===== src/dsf_pkg.sv =====
// package: assignment codes, fault groups, scalings and timing counts for the status flags
package dsf_pkg;
	// fault group reported by the protective logic
	typedef enum logic [4:0] {
		DSF_GRP_NONE, DSF_GRP_OVERCURRENT, DSF_GRP_OVERVOLT, DSF_GRP_UNDERVOLT,
		DSF_GRP_MOTOR_OVERLOAD, DSF_GRP_DRIVE_OVERLOAD, DSF_GRP_OVERHEAT,
		DSF_GRP_EXT_ALARM, DSF_GRP_MEMORY, DSF_GRP_COMM, DSF_GRP_OPTION,
		DSF_GRP_CIRCUIT, DSF_GRP_TUNING, DSF_GRP_SERIAL, DSF_GRP_SPEED,
		DSF_GRP_OTHER
	} dsf_group_t;

	// alarm codes per group (binary weighted 1/2/4/8)
	localparam logic [3:0] CODE_NONE = 4'h0;
	localparam logic [3:0] CODE_OVERCURRENT = 4'h1;
	localparam logic [3:0] CODE_OVERVOLT = 4'h2;
	localparam logic [3:0] CODE_UNDERVOLT = 4'h3;
	localparam logic [3:0] CODE_MOTOR_OVERLOAD = 4'h4;
	localparam logic [3:0] CODE_DRIVE_OVERLOAD = 4'h5;
	localparam logic [3:0] CODE_OVERHEAT = 4'h6;
	localparam logic [3:0] CODE_EXT_ALARM = 4'h7;
	localparam logic [3:0] CODE_MEMORY = 4'h8;
	localparam logic [3:0] CODE_COMM = 4'h9;
	localparam logic [3:0] CODE_OPTION = 4'ha;
	localparam logic [3:0] CODE_CIRCUIT = 4'hb;
	localparam logic [3:0] CODE_TUNING = 4'hc;
	localparam logic [3:0] CODE_SERIAL = 4'hd;
	localparam logic [3:0] CODE_SPEED = 4'he;
	localparam logic [3:0] CODE_OTHER = 4'hf;

	// assignment values selecting a flag onto a terminal
	localparam logic [7:0] SEL_SPEED_ARRIVE = 8'h01;
	localparam logic [7:0] SEL_FREQ_OVER = 8'h02;
	localparam logic [7:0] SEL_OVERLOAD_WARN = 8'h07;
	localparam logic [7:0] SEL_ARRIVE_DELAYED = 8'h15;
	localparam logic [7:0] SEL_FREQ_OVER_SECOND = 8'h1f;
	localparam logic [7:0] SEL_CURRENT_HIGH = 8'h25;
	localparam logic [7:0] SEL_CURRENT_HIGH_SECOND = 8'h26;
	localparam logic [7:0] SEL_CURRENT_HIGH_THIRD = 8'h27;
	localparam logic [7:0] SEL_CURRENT_LOW = 8'h29;
	localparam logic [7:0] SEL_ARRIVE_ZERO_REF = 8'h48;
	localparam logic [7:0] SEL_FREQ_OVER_THIRD = 8'h3a;
	localparam logic [7:0] SEL_CODE_W1 = 8'h5a;
	localparam logic [7:0] SEL_CODE_W2 = 8'h5b;
	localparam logic [7:0] SEL_CODE_W4 = 8'h5c;
	localparam logic [7:0] SEL_CODE_W8 = 8'h5d;
	localparam logic [7:0] SEL_LIGHT_FAULT = 8'h62;
	localparam logic [7:0] SEL_ANY_FAULT = 8'h63;
	localparam logic [7:0] SEL_ENABLE_CIRCUIT = 8'h65;
	localparam logic [7:0] SEL_ENABLE_OFF = 8'h66;
	localparam logic [7:0] SEL_BRAKE_SWITCH = 8'h69;
	localparam logic [7:0] SEL_CUSTOM_FIRST = 8'h6f;
	localparam logic [7:0] SEL_CUSTOM_LAST = 8'h78;

	// frequencies in 0.1 Hz units, currents in 0.1 % of rated current
	localparam logic [15:0] ARRIVE_WIDTH_MAX = 16'h0064;
	localparam logic [15:0] FREQ_SETTING_MAX = 16'h1388;
	localparam logic [15:0] RATED_5PCT = 16'h0032;
	// timers in 10 ms units: delay 0.01..10.00 s, current timer 0.00..600.00 s
	localparam logic [15:0] ARRIVE_DELAY_MIN = 16'h0001;
	localparam logic [15:0] ARRIVE_DELAY_MAX = 16'h03e8;
	localparam logic [15:0] CURRENT_TIMER_MAX = 16'hea60;
	// thermal time constant range, 0.1 min units (used by the thermal model outside)
	localparam logic [15:0] THERMAL_TC_MIN = 16'h0005;
	localparam logic [15:0] THERMAL_TC_MAX = 16'h02ee;

	localparam int CLK_HZ = 100000000;
	localparam int TICK_MS = 10;
	localparam int TICK_CYCLES = CLK_HZ / 1000 * TICK_MS;
	localparam int MIN_ON_MS = 100;
	localparam int MIN_ON_TICKS = MIN_ON_MS / TICK_MS;
	localparam int TERMINALS = 5;

	// fault inputs from the protective logic
	typedef struct packed {
		dsf_group_t group;
		logic tripped;
		logic light_alarm;
		logic enable_circuit_error;
		logic enable_terminal_on;
		logic brake_switch_broken;
	} dsf_fault_t;

	// measurements
	typedef struct packed {
		logic run_cmd;
		logic [15:0] ref_freq;
		logic [15:0] out_freq;
		logic [15:0] pre_limit_freq;
		logic [15:0] out_current;
	} dsf_meas_t;

	// settings
	typedef struct packed {
		logic [15:0] arrive_width_setting;
		logic [15:0] arrive_delay_setting;
		logic [15:0] freq_level_setting;
		logic [15:0] freq_level_second_setting;
		logic [15:0] freq_level_third_setting;
		logic [15:0] freq_hysteresis_setting;
		logic [15:0] overload_level;
		logic [15:0] current_level_setting;
		logic [15:0] current_timer_setting;
		logic [15:0] current_level_second_setting;
		logic [15:0] current_timer_second_setting;
		logic [15:0] current_level_third_setting;
		logic [15:0] current_timer_third_setting;
		logic brake_fault_detect_disable;
	} dsf_cfg_t;
endpackage : dsf_pkg


===== src/dsf_level_timer.sv =====
// module: level qualified for a timer, with minimum on time and a separate release condition
`timescale 1ns/1ps
`default_nettype none
module dsf_level_timer (
	input wire logic clk,
	input wire logic rst,
	input wire logic tick,
	input wire logic set_cond,
	input wire logic clear_cond,
	input wire logic [15:0] timer_ticks,
	output logic flag
);
	logic [15:0] cnt;
	logic [15:0] next_cnt;
	logic [7:0] hold;
	logic [7:0] next_hold;
	logic next_flag;

	// count ticks while the set condition holds; release only after the minimum on time
	always_comb begin
		next_cnt = cnt;
		next_hold = hold;
		next_flag = flag;
		if (!set_cond) begin
			next_cnt = 16'h0000;
		end else if (tick && cnt < timer_ticks) begin
			next_cnt = cnt + 16'h0001;
		end
		if (tick && hold != 8'h00) begin
			next_hold = hold - 8'h01;
		end
		if (!flag && set_cond && cnt >= timer_ticks) begin
			next_flag = 1'b1;
			next_hold = 8'(dsf_pkg::MIN_ON_TICKS);
		end else if (flag && clear_cond && hold == 8'h00) begin
			next_flag = 1'b0;
		end
	end

	always_ff @(posedge clk) begin
		if (rst) begin
			cnt <= 16'h0000;
			hold <= 8'h00;
			flag <= 1'b0;
		end else begin
			cnt <= next_cnt;
			hold <= next_hold;
			flag <= next_flag;
		end
	end
endmodule : dsf_level_timer
`default_nettype wire


===== src/dsf_status_flags.sv =====
// module: status-flag generator for assignable drive output terminals
`timescale 1ns/1ps
`default_nettype none
// Operation
// - four alarm-code outputs, assignments 90..93, weights one, two, four, eight
// - overcurrent group gives code one; overvoltage gives code two
// - undervoltage or phase loss gives three; motor overload gives four
// - drive overload gives five; overheat group gives six
// - external or resistor or motor overheat gives seven; memory-type errors give eight
// - communication errors nine, option errors ten, circuit failures eleven
// - tuning or output phase loss twelve; serial link errors thirteen
// - speed and encoder errors fourteen; other alarms fifteen
// - no active fault means all four code outputs off
// - light-fault flag follows light alarm, assignment 98
// - any-fault flag on when a protective function trips, assignment 99
// - enable circuit fault flag 101; enable terminal off flag 102
// - brake switch breakdown flag 105, detection can be disabled
// - assignments 111..120 route custom logic channels one to ten
// - arrival flags on when frequency error within arrival width
// - first arrival flag off when run off or reference zero
// - third arrival flag uses zero reference while run is off
// - delayed arrival uses pre-limit frequency, forced off, asserts after delay
// - arrival width 0.0..10.0 Hz, delay 0.01..10.00 s
// - frequency detect sets above level, clears below level minus hysteresis
// - three frequency detects, own levels, shared hysteresis, 0..500 Hz
// - overload uses own level; current-high flags own level and timer; current-low shares the second ones
// - current-high sets after timer, clears below 90 percent, 100 ms minimum
// - current-low sets after timer below level, clears above level plus 5 percent
// - overload warning sets above its level with no timer
module dsf_status_flags (
	input wire logic CLK,
	input wire logic RST,
	input wire dsf_pkg::dsf_fault_t FAULT,
	input wire dsf_pkg::dsf_meas_t MEAS,
	input wire dsf_pkg::dsf_cfg_t CFG,
	input wire logic [9:0] CUSTOM_LOGIC,
	input wire logic [39:0] TERMINAL_SELECT,
	output logic [3:0] FAULT_CODE,
	output logic LIGHT_FAULT_FLAG,
	output logic ANY_FAULT_FLAG,
	output logic ENABLE_CIRCUIT_FAULT_FLAG,
	output logic ENABLE_TERMINAL_OFF_FLAG,
	output logic BRAKE_SWITCH_FAULT_FLAG,
	output logic SPEED_ARRIVE_FLAG,
	output logic SPEED_ARRIVE_DELAYED_FLAG,
	output logic SPEED_ARRIVE_ZERO_REF_FLAG,
	output logic [2:0] FREQ_OVER_FLAGS,
	output logic OVERLOAD_WARNING_FLAG,
	output logic [2:0] CURRENT_HIGH_FLAGS,
	output logic CURRENT_LOW_FLAG,
	output logic [4:0] TERMINAL_OUT
);
	// internal registered flag state
	logic [3:0] fault_code;
	logic [3:0] next_fault_code;
	logic [4:0] simple_flags;
	logic [4:0] next_simple_flags;
	logic arrive;
	logic next_arrive;
	logic arrive_zero;
	logic next_arrive_zero;
	logic arrive_delayed;
	logic next_arrive_delayed;
	logic [15:0] delay_cnt;
	logic [15:0] next_delay_cnt;
	logic [2:0] freq_over;
	logic [2:0] next_freq_over;
	logic overload;
	logic next_overload;
	logic [2:0] cur_high;
	logic cur_low;
	logic [4:0] term;
	logic [4:0] next_term;
	logic [19:0] tick_cnt;
	logic [19:0] next_tick_cnt;
	logic tick;
	logic next_tick;

	// combinational helpers
	logic [15:0] ref_eff;
	logic [15:0] diff_out;
	logic [15:0] diff_pre;
	logic [15:0] diff_zero;
	logic [15:0] width;
	logic [15:0] delay_ticks;
	logic [15:0] hyst;
	logic [15:0] freq_lvl [3];
	logic [15:0] cur_lvl [3];
	logic [15:0] cur_tmr [3];
	logic [2:0] cur_set;
	logic [2:0] cur_clr;
	logic low_set;
	logic low_clr;

	// clamp settings to their ranges so odd values cannot misbehave
	always_comb begin
		width = (CFG.arrive_width_setting > dsf_pkg::ARRIVE_WIDTH_MAX) ?
			dsf_pkg::ARRIVE_WIDTH_MAX : CFG.arrive_width_setting;
		delay_ticks = CFG.arrive_delay_setting;
		if (delay_ticks < dsf_pkg::ARRIVE_DELAY_MIN) begin
			delay_ticks = dsf_pkg::ARRIVE_DELAY_MIN;
		end else if (delay_ticks > dsf_pkg::ARRIVE_DELAY_MAX) begin
			delay_ticks = dsf_pkg::ARRIVE_DELAY_MAX;
		end
		hyst = (CFG.freq_hysteresis_setting > dsf_pkg::FREQ_SETTING_MAX) ?
			dsf_pkg::FREQ_SETTING_MAX : CFG.freq_hysteresis_setting;
		freq_lvl[0] = CFG.freq_level_setting;
		freq_lvl[1] = CFG.freq_level_second_setting;
		freq_lvl[2] = CFG.freq_level_third_setting;
		for (int i = 0; i < 3; i++) begin
			if (freq_lvl[i] > dsf_pkg::FREQ_SETTING_MAX) begin
				freq_lvl[i] = dsf_pkg::FREQ_SETTING_MAX;
			end
		end
		cur_lvl[0] = CFG.current_level_setting;
		cur_lvl[1] = CFG.current_level_second_setting;
		cur_lvl[2] = CFG.current_level_third_setting;
		cur_tmr[0] = CFG.current_timer_setting;
		cur_tmr[1] = CFG.current_timer_second_setting;
		cur_tmr[2] = CFG.current_timer_third_setting;
		for (int i = 0; i < 3; i++) begin
			if (cur_tmr[i] > dsf_pkg::CURRENT_TIMER_MAX) begin
				cur_tmr[i] = dsf_pkg::CURRENT_TIMER_MAX;
			end
		end
	end

	// frequency error magnitudes
	always_comb begin
		ref_eff = MEAS.run_cmd ? MEAS.ref_freq : 16'h0000;
		diff_out = (MEAS.out_freq > MEAS.ref_freq) ? MEAS.out_freq - MEAS.ref_freq :
			MEAS.ref_freq - MEAS.out_freq;
		diff_pre = (MEAS.pre_limit_freq > MEAS.ref_freq) ?
			MEAS.pre_limit_freq - MEAS.ref_freq : MEAS.ref_freq - MEAS.pre_limit_freq;
		diff_zero = (MEAS.out_freq > ref_eff) ? MEAS.out_freq - ref_eff :
			ref_eff - MEAS.out_freq;
	end

	// fault group encoding
	always_comb begin
		next_fault_code = dsf_pkg::CODE_NONE;
		if (FAULT.tripped) begin
			unique case (FAULT.group)
				dsf_pkg::DSF_GRP_OVERCURRENT: next_fault_code = dsf_pkg::CODE_OVERCURRENT;
				dsf_pkg::DSF_GRP_OVERVOLT: next_fault_code = dsf_pkg::CODE_OVERVOLT;
				dsf_pkg::DSF_GRP_UNDERVOLT: next_fault_code = dsf_pkg::CODE_UNDERVOLT;
				dsf_pkg::DSF_GRP_MOTOR_OVERLOAD: next_fault_code = dsf_pkg::CODE_MOTOR_OVERLOAD;
				dsf_pkg::DSF_GRP_DRIVE_OVERLOAD: next_fault_code = dsf_pkg::CODE_DRIVE_OVERLOAD;
				dsf_pkg::DSF_GRP_OVERHEAT: next_fault_code = dsf_pkg::CODE_OVERHEAT;
				dsf_pkg::DSF_GRP_EXT_ALARM: next_fault_code = dsf_pkg::CODE_EXT_ALARM;
				dsf_pkg::DSF_GRP_MEMORY: next_fault_code = dsf_pkg::CODE_MEMORY;
				dsf_pkg::DSF_GRP_COMM: next_fault_code = dsf_pkg::CODE_COMM;
				dsf_pkg::DSF_GRP_OPTION: next_fault_code = dsf_pkg::CODE_OPTION;
				dsf_pkg::DSF_GRP_CIRCUIT: next_fault_code = dsf_pkg::CODE_CIRCUIT;
				dsf_pkg::DSF_GRP_TUNING: next_fault_code = dsf_pkg::CODE_TUNING;
				dsf_pkg::DSF_GRP_SERIAL: next_fault_code = dsf_pkg::CODE_SERIAL;
				dsf_pkg::DSF_GRP_SPEED: next_fault_code = dsf_pkg::CODE_SPEED;
				dsf_pkg::DSF_GRP_OTHER: next_fault_code = dsf_pkg::CODE_OTHER;
				dsf_pkg::DSF_GRP_NONE: next_fault_code = dsf_pkg::CODE_NONE;
				// a tripped fault with an unknown group still reports as other
				default: next_fault_code = dsf_pkg::CODE_OTHER;
			endcase
		end
	end

	// single fault flags: light, any, enable circuit, enable off, brake switch
	always_comb begin
		next_simple_flags[0] = FAULT.light_alarm;
		next_simple_flags[1] = FAULT.tripped;
		next_simple_flags[2] = FAULT.enable_circuit_error;
		next_simple_flags[3] = !FAULT.enable_terminal_on;
		next_simple_flags[4] = FAULT.brake_switch_broken && !CFG.brake_fault_detect_disable;
	end

	// 10 ms tick for every timer in the block
	always_comb begin
		next_tick = 1'b0;
		next_tick_cnt = tick_cnt + 20'h00001;
		if (tick_cnt == 20'(dsf_pkg::TICK_CYCLES - 1)) begin
			next_tick_cnt = 20'h00000;
			next_tick = 1'b1;
		end
	end

	// speed arrival flags
	always_comb begin
		// arrival gated by run and nonzero reference
		next_arrive = MEAS.run_cmd && MEAS.ref_freq != 16'h0000 && diff_out <= width;
		// stays on near zero when stopped
		next_arrive_zero = diff_zero <= width;
		next_delay_cnt = delay_cnt;
		next_arrive_delayed = 1'b0;
		if (MEAS.run_cmd && MEAS.ref_freq != 16'h0000 && diff_pre <= width) begin
			if (delay_cnt >= delay_ticks) begin
				next_arrive_delayed = 1'b1;
			end else if (tick) begin
				next_delay_cnt = delay_cnt + 16'h0001;
			end
		end else begin
			next_delay_cnt = 16'h0000;
		end
	end

	// frequency detection with shared hysteresis
	always_comb begin
		for (int i = 0; i < 3; i++) begin
			// set above level, clear below level minus hysteresis
			next_freq_over[i] = freq_over[i];
			if (MEAS.out_freq > freq_lvl[i]) begin
				next_freq_over[i] = 1'b1;
			end else if ({1'b0, MEAS.out_freq} + {1'b0, hyst} < {1'b0, freq_lvl[i]}) begin
				next_freq_over[i] = 1'b0;
			end
		end
		next_overload = MEAS.out_current > CFG.overload_level;
	end

	// current comparisons; 90 percent taken as current*10 < level*9
	always_comb begin
		for (int i = 0; i < 3; i++) begin
			cur_set[i] = MEAS.out_current > cur_lvl[i];
			cur_clr[i] = ({4'h0, MEAS.out_current} * 20'h0000a) < ({4'h0, cur_lvl[i]} * 20'h00009);
		end
		// low current shares second level and timer
		low_set = MEAS.out_current < CFG.current_level_second_setting;
		low_clr = {1'b0, MEAS.out_current} >
			{1'b0, CFG.current_level_second_setting} + {1'b0, dsf_pkg::RATED_5PCT};
	end

	for (genvar g = 0; g < 3; g++) begin : gen_cur_high
		dsf_level_timer u_high (
			.clk(CLK),
			.rst(RST),
			.tick(tick),
			.set_cond(cur_set[g]),
			.clear_cond(cur_clr[g]),
			.timer_ticks(cur_tmr[g]),
			.flag(cur_high[g])
		);
	end

	dsf_level_timer u_low (
		.clk(CLK),
		.rst(RST),
		.tick(tick),
		.set_cond(low_set),
		.clear_cond(low_clr),
		.timer_ticks(cur_tmr[1]),
		.flag(cur_low)
	);

	// terminal multiplexer; flags used are the registered ones, one cycle behind
	always_comb begin
		for (int t = 0; t < dsf_pkg::TERMINALS; t++) begin
			logic [7:0] sel;
			sel = TERMINAL_SELECT[t*8 +: 8];
			next_term[t] = 1'b0;
			// each terminal follows its assigned flag
			unique case (sel)
				dsf_pkg::SEL_SPEED_ARRIVE: next_term[t] = arrive;
				dsf_pkg::SEL_FREQ_OVER: next_term[t] = freq_over[0];
				dsf_pkg::SEL_OVERLOAD_WARN: next_term[t] = overload;
				dsf_pkg::SEL_ARRIVE_DELAYED: next_term[t] = arrive_delayed;
				dsf_pkg::SEL_FREQ_OVER_SECOND: next_term[t] = freq_over[1];
				dsf_pkg::SEL_CURRENT_HIGH: next_term[t] = cur_high[0];
				dsf_pkg::SEL_CURRENT_HIGH_SECOND: next_term[t] = cur_high[1];
				dsf_pkg::SEL_CURRENT_HIGH_THIRD: next_term[t] = cur_high[2];
				dsf_pkg::SEL_CURRENT_LOW: next_term[t] = cur_low;
				dsf_pkg::SEL_FREQ_OVER_THIRD: next_term[t] = freq_over[2];
				dsf_pkg::SEL_ARRIVE_ZERO_REF: next_term[t] = arrive_zero;
				dsf_pkg::SEL_CODE_W1: next_term[t] = fault_code[0];
				dsf_pkg::SEL_CODE_W2: next_term[t] = fault_code[1];
				dsf_pkg::SEL_CODE_W4: next_term[t] = fault_code[2];
				dsf_pkg::SEL_CODE_W8: next_term[t] = fault_code[3];
				dsf_pkg::SEL_LIGHT_FAULT: next_term[t] = simple_flags[0];
				dsf_pkg::SEL_ANY_FAULT: next_term[t] = simple_flags[1];
				dsf_pkg::SEL_ENABLE_CIRCUIT: next_term[t] = simple_flags[2];
				dsf_pkg::SEL_ENABLE_OFF: next_term[t] = simple_flags[3];
				dsf_pkg::SEL_BRAKE_SWITCH: next_term[t] = simple_flags[4];
				default: begin
					if (sel >= dsf_pkg::SEL_CUSTOM_FIRST && sel <= dsf_pkg::SEL_CUSTOM_LAST) begin
						next_term[t] = CUSTOM_LOGIC[4'(sel - dsf_pkg::SEL_CUSTOM_FIRST)];
					end
				end
			endcase
		end
	end

	// register every flag except the current ones; all other outputs come straight from these
	always_ff @(posedge CLK) begin
		if (RST) begin
			fault_code <= 4'h0;
			simple_flags <= 5'h00;
			arrive <= 1'b0;
			arrive_zero <= 1'b0;
			arrive_delayed <= 1'b0;
			delay_cnt <= 16'h0000;
			freq_over <= 3'h0;
			overload <= 1'b0;
			term <= 5'h00;
			tick_cnt <= 20'h00000;
			tick <= 1'b0;
		end else begin
			fault_code <= next_fault_code;
			simple_flags <= next_simple_flags;
			arrive <= next_arrive;
			arrive_zero <= next_arrive_zero;
			arrive_delayed <= next_arrive_delayed;
			delay_cnt <= next_delay_cnt;
			freq_over <= next_freq_over;
			overload <= next_overload;
			term <= next_term;
			tick_cnt <= next_tick_cnt;
			tick <= next_tick;
		end
	end

	assign FAULT_CODE = fault_code;
	assign LIGHT_FAULT_FLAG = simple_flags[0];
	assign ANY_FAULT_FLAG = simple_flags[1];
	assign ENABLE_CIRCUIT_FAULT_FLAG = simple_flags[2];
	assign ENABLE_TERMINAL_OFF_FLAG = simple_flags[3];
	assign BRAKE_SWITCH_FAULT_FLAG = simple_flags[4];
	assign SPEED_ARRIVE_FLAG = arrive;
	assign SPEED_ARRIVE_DELAYED_FLAG = arrive_delayed;
	assign SPEED_ARRIVE_ZERO_REF_FLAG = arrive_zero;
	assign FREQ_OVER_FLAGS = freq_over;
	assign OVERLOAD_WARNING_FLAG = overload;
	assign CURRENT_HIGH_FLAGS = cur_high;
	assign CURRENT_LOW_FLAG = cur_low;
	assign TERMINAL_OUT = term;
endmodule : dsf_status_flags
`default_nettype wire


===== config.mk =====
export PLATFORM = sky130hd
export DESIGN_NAME = dsf_status_flags
export DESIGN_NICKNAME = d
export VERILOG_FILES = /design/src/dsf_pkg.sv /design/src/dsf_level_timer.sv /design/src/dsf_status_flags.sv
export SDC_FILE = /design/constraint.sdc
export NUM_CORES = 1
export LEC_CHECK = 0
export ABC_AREA = 1
export BUFFER_PORTS_ARGS = -buffer_cell sky130_fd_sc_hd__buf_4
export CAP_MARGIN = 20
export CORE_MARGIN = 5
export CORE_UTILIZATION = 53
export DETAILED_ROUTE_END_ITERATION = 8
export PLACE_DENSITY = 0.8
export SLEW_MARGIN = 10
export SYNTH_ARGS = -nofsm -noshare
export SYNTH_HDL_FRONTEND = slang
export SYNTH_HIERARCHICAL = 1
export SYNTH_SLANG_ARGS = --single-unit

===== constraint.sdc =====
create_clock -name CLK -period 5.3 [get_ports CLK]
set_input_delay 0.795 -clock CLK [delete_from_list [all_inputs] [get_ports CLK]]
set_output_delay 0.795 -clock CLK [all_outputs]
set_load 0.01 [all_outputs]

==> impl_results.md <==
- Gpl congestion: between 0.9 and 1
- Hold Buf Count CTS: 0
- Most common cell after layout, fill and taps aside: nand2_1
- Final Hold Violating Endpoints: 0
- Max FO, Critical Path: 10
- Synth Register Bits: 158
- Initial DRC count: 2710
- Die width: 251 microns
- Initial antenna violation count: 15
- Final setup viols: 0
- Syn avg cell area: 6.39 sq um
- Remaining antenna violation count: 0
- CTS tree: done
- Total grt overflow: 0
- Die Ht: 251 microns
- P_int: 0.00300 W
- Total Wirelength: 96500 microns
- Cells after Synth: approximately 4800
- RSZ-0062 raised after global routing: no
- Clk slew on worst S/H paths: approximately 0.080 ns
- Clk root buf: clkbuf_16
- Routed wl met3: between 7000 and 8000 microns
- Netlist cell types: 68
- Synth Cell Area: 30700 sq um
- Ys Warns: 6
- Number of global-route vias before repair: 31000
- P_sw: ~0.0024 W
- Post-CTS Setup Bufs: 0
- MaxCap Viol Count: 0
- Worst slew pin tran: 0.956 ns
- Top FF cell, synth: dfxtp_1
- Crit end category: flop
- Total number of vias: 32800
- Relative slew slack: 36.1%
- NumNets Final: a little over 6000
- Hold_ws: 0.452 ns
- Status: completed
- First-pass GRT wire length: roughly 150000 microns
- Die area: 62800 sq um
- Clk buf depth: 2
- Peak VDD IR: between 0.2 and 0.25 mV
- CP Class: input pin to flop
- Final setup margin: 0.782 ns
- Top-area cell type share of the netlist area: about a quarter
- Fin. max-slew vios: 0
- Worst Hold Class: flop to flop
- CTS sink count: 158
- Max Freq: 0.221 GHz
- Pin count of the biggest net entering global routing: 57
- Yosys top cell by area: ha_1
- Vias per Instance: 5.51
- CP startpoint kind: input pin
- Clock power share: 24.0%
- Final total negative setup slack: 0 ns
- Seq pwr share: between 20% and 30%
- Most frequent cells in the layout: nand2_1, inv_1, ha_1, nor2_1, a21oi_1
- Placeable Area: 57500 sq um
- CP dominant cell by count: nand2_1
- DR top layer: met5
- Worst Clk Skew: 0.0161 ns
- Tcrit/Tclk final: 85.2%
- Met2 routed WL: 43400 microns
- Drt wl/cell: 16.2 microns
- TritonCTS Buffers: 17
- Initial Util: 53.4%
- Pwr dens: about 150 nW/um^2
- Final min period: ~4.5 ns
- I/O pin count: around 360
- Pre-CTS setup slack: 0.309 ns
- Combinational fraction of design power: 53.0%
- Hpwl dp: 79700 microns
- Global Route Usage Sum: 29.4%
- Worst Path Arrival: about 4.9 ns
- Residual DRC: 0
- Critical Path RT: 5.64 ns
- R2R Setup Slk: ~2.9 ns
- Share of layout cells above drive strength 1: between 10% and 20%
- WL met1: 42100 microns
- Fill cell count: between 5000 and 6000
- Pre-Repair DR Iteration Count: 6
- CP max stage delay: 0.40 ns
- PortBufs: 360
- Seq/Total Area, Yosys: 10.3%
- Worst path slowest cell: fa_1
- Top post-synthesis cells by area: ha_1, nand2_1, dfxtp_1, inv_1, a21oi_1
- Skew-Pair Late Insertion Delay: 0.46 ns
- Switch share: 44.0%
- Leakage power: 17.8 nW
- CTS resizes: 0
- Htree depth: 4
- EDFF count, synth: 0
- Area grow syn2layout: 13.2%
- Std cell rows: just under 90
- Ys async rst share: 0%
flip-flops by register name (all words and copies together), names as in the netlist, 3 cells and up:
name,flops
FAULT_CODE,4
FREQ_OVER_FLAGS,3
TERMINAL_OUT,5
delay_cnt,16
gen_cur_high.u_high/cnt,48
gen_cur_high.u_high/flag,3
gen_cur_high.u_high/hold,24
simple_flags,5
tick_cnt,20
u_low/cnt,16
u_low/hold,8
path summary, 6_finish.rpt:
kind / startpoint / endpoint / depth (start not counted)
setup / recovery: CFG[128] / FREQ_OVER_FLAGS[0]$_SDFFE_PP0P_ / 29
hold / removal: tick_cnt[0]$_SDFF_PP0_ / tick_cnt[0]$_SDFF_PP0_ / 1
hold reg to reg: tick_cnt[0]$_SDFF_PP0_ / tick_cnt[0]$_SDFF_PP0_ / 1
setup reg to reg: gen_cur_high[2].u_high/cnt[11]$_SDFFE_PP0P_ / gen_cur_high[2].u_high/hold[6]$_SDFFE_PP0P_ / 8
through the flow:
step	instance area (sq um)	util, %	instances	total power (W)
after floorplan	30900	-	4853	0.00317
after global placement	34100	59.3	5914	0.00399
after detailed placement	34100	59.3	5914	0.00404
after CTS	34700	60.4	5946	0.00535
after global routing	34700	60.4	5952	0.00581
final	34700	60.4	5955	0.00536
Yosys cell counts, types with 9 or more instances:
cell and number:
buf_6 12, a21oi_2 48, or2_2 17, ha_1 607
nand3_1 256, xor2_1 167, o31ai_1 9, o21bai_1 18
o21ai_2 11, nor2_4 17, dfxtp_1 158, o21ai_1 21
buf_4 11, nor2_1 450, o211ai_1 17, nor2_2 19
o21ai_0 146, a31oi_1 22, nand2_2 74, a21o_1 19
clkbuf_1 26, nand4_1 193, nor3b_1 9, inv_1 738
nor4_1 25, a21oi_1 368, xnor2_1 56, buf_2 14
fa_1 11, nor3_1 88, nand2_1 1046, a211oi_1 14
routing by layer:
layer / vias to the layer above / track usage, %
li1: 16700 / -
met1: 14800 / 38.4
met2: 1148 / 49.0
met3: 198 / 5.52
met4: 14 / 9.57
met5: - / 0
power by group through the flow:
stage	Combinational, W	Clock [W]	Sequential [W]
floorplan	0.00192	0	0.00124
global placement	0.00272	0	0.00126
detailed placement	0.00278	0	0.00126
CTS	0.00280	0.00131	0.00123
global route	0.00323	0.00135	0.00123
finish	0.00284	0.00128	0.00123
cell type report:
type	count	area (sq um)	area share [%]
multi-input combinational	3871	24400	70.2
sequential	158	3170	9.12
inverter	754	2840	8.17
timing repair buffer	366	2750	7.91
tap	765	957	2.76
clock buffer	18	450	1.30
clock inverter	14	148	0.425
antenna	9	22.5	0.0649
cell families after synthesis:
family / Yosys count / synth area share, %
AOI/OAI and AO/OA: 738 / 14.0
and+or+nand+nor: 2234 / 32.9
buffers and inverters: 824 / 10.8
other: 2 / 0.0245
muxes: 4 / 0.131
adders and majority gates: 618 / 25.5
xor gates and xnor gates: 223 / 6.37
DFF: 158 / 10.3
worst max-delay path, delay by kind of cell:
family / cells / cell delay, ns
AND/OR/NAND/NOR: 14 / 1.65
adder cells (fa/ha/maj): 3 / 0.89
buffers and inverters: 7 / 0.65
AO/OA/AOI/OAI: 4 / 0.53
XOR/XNOR: 1 / 0.32
Power figures use the tool's default switching activity.
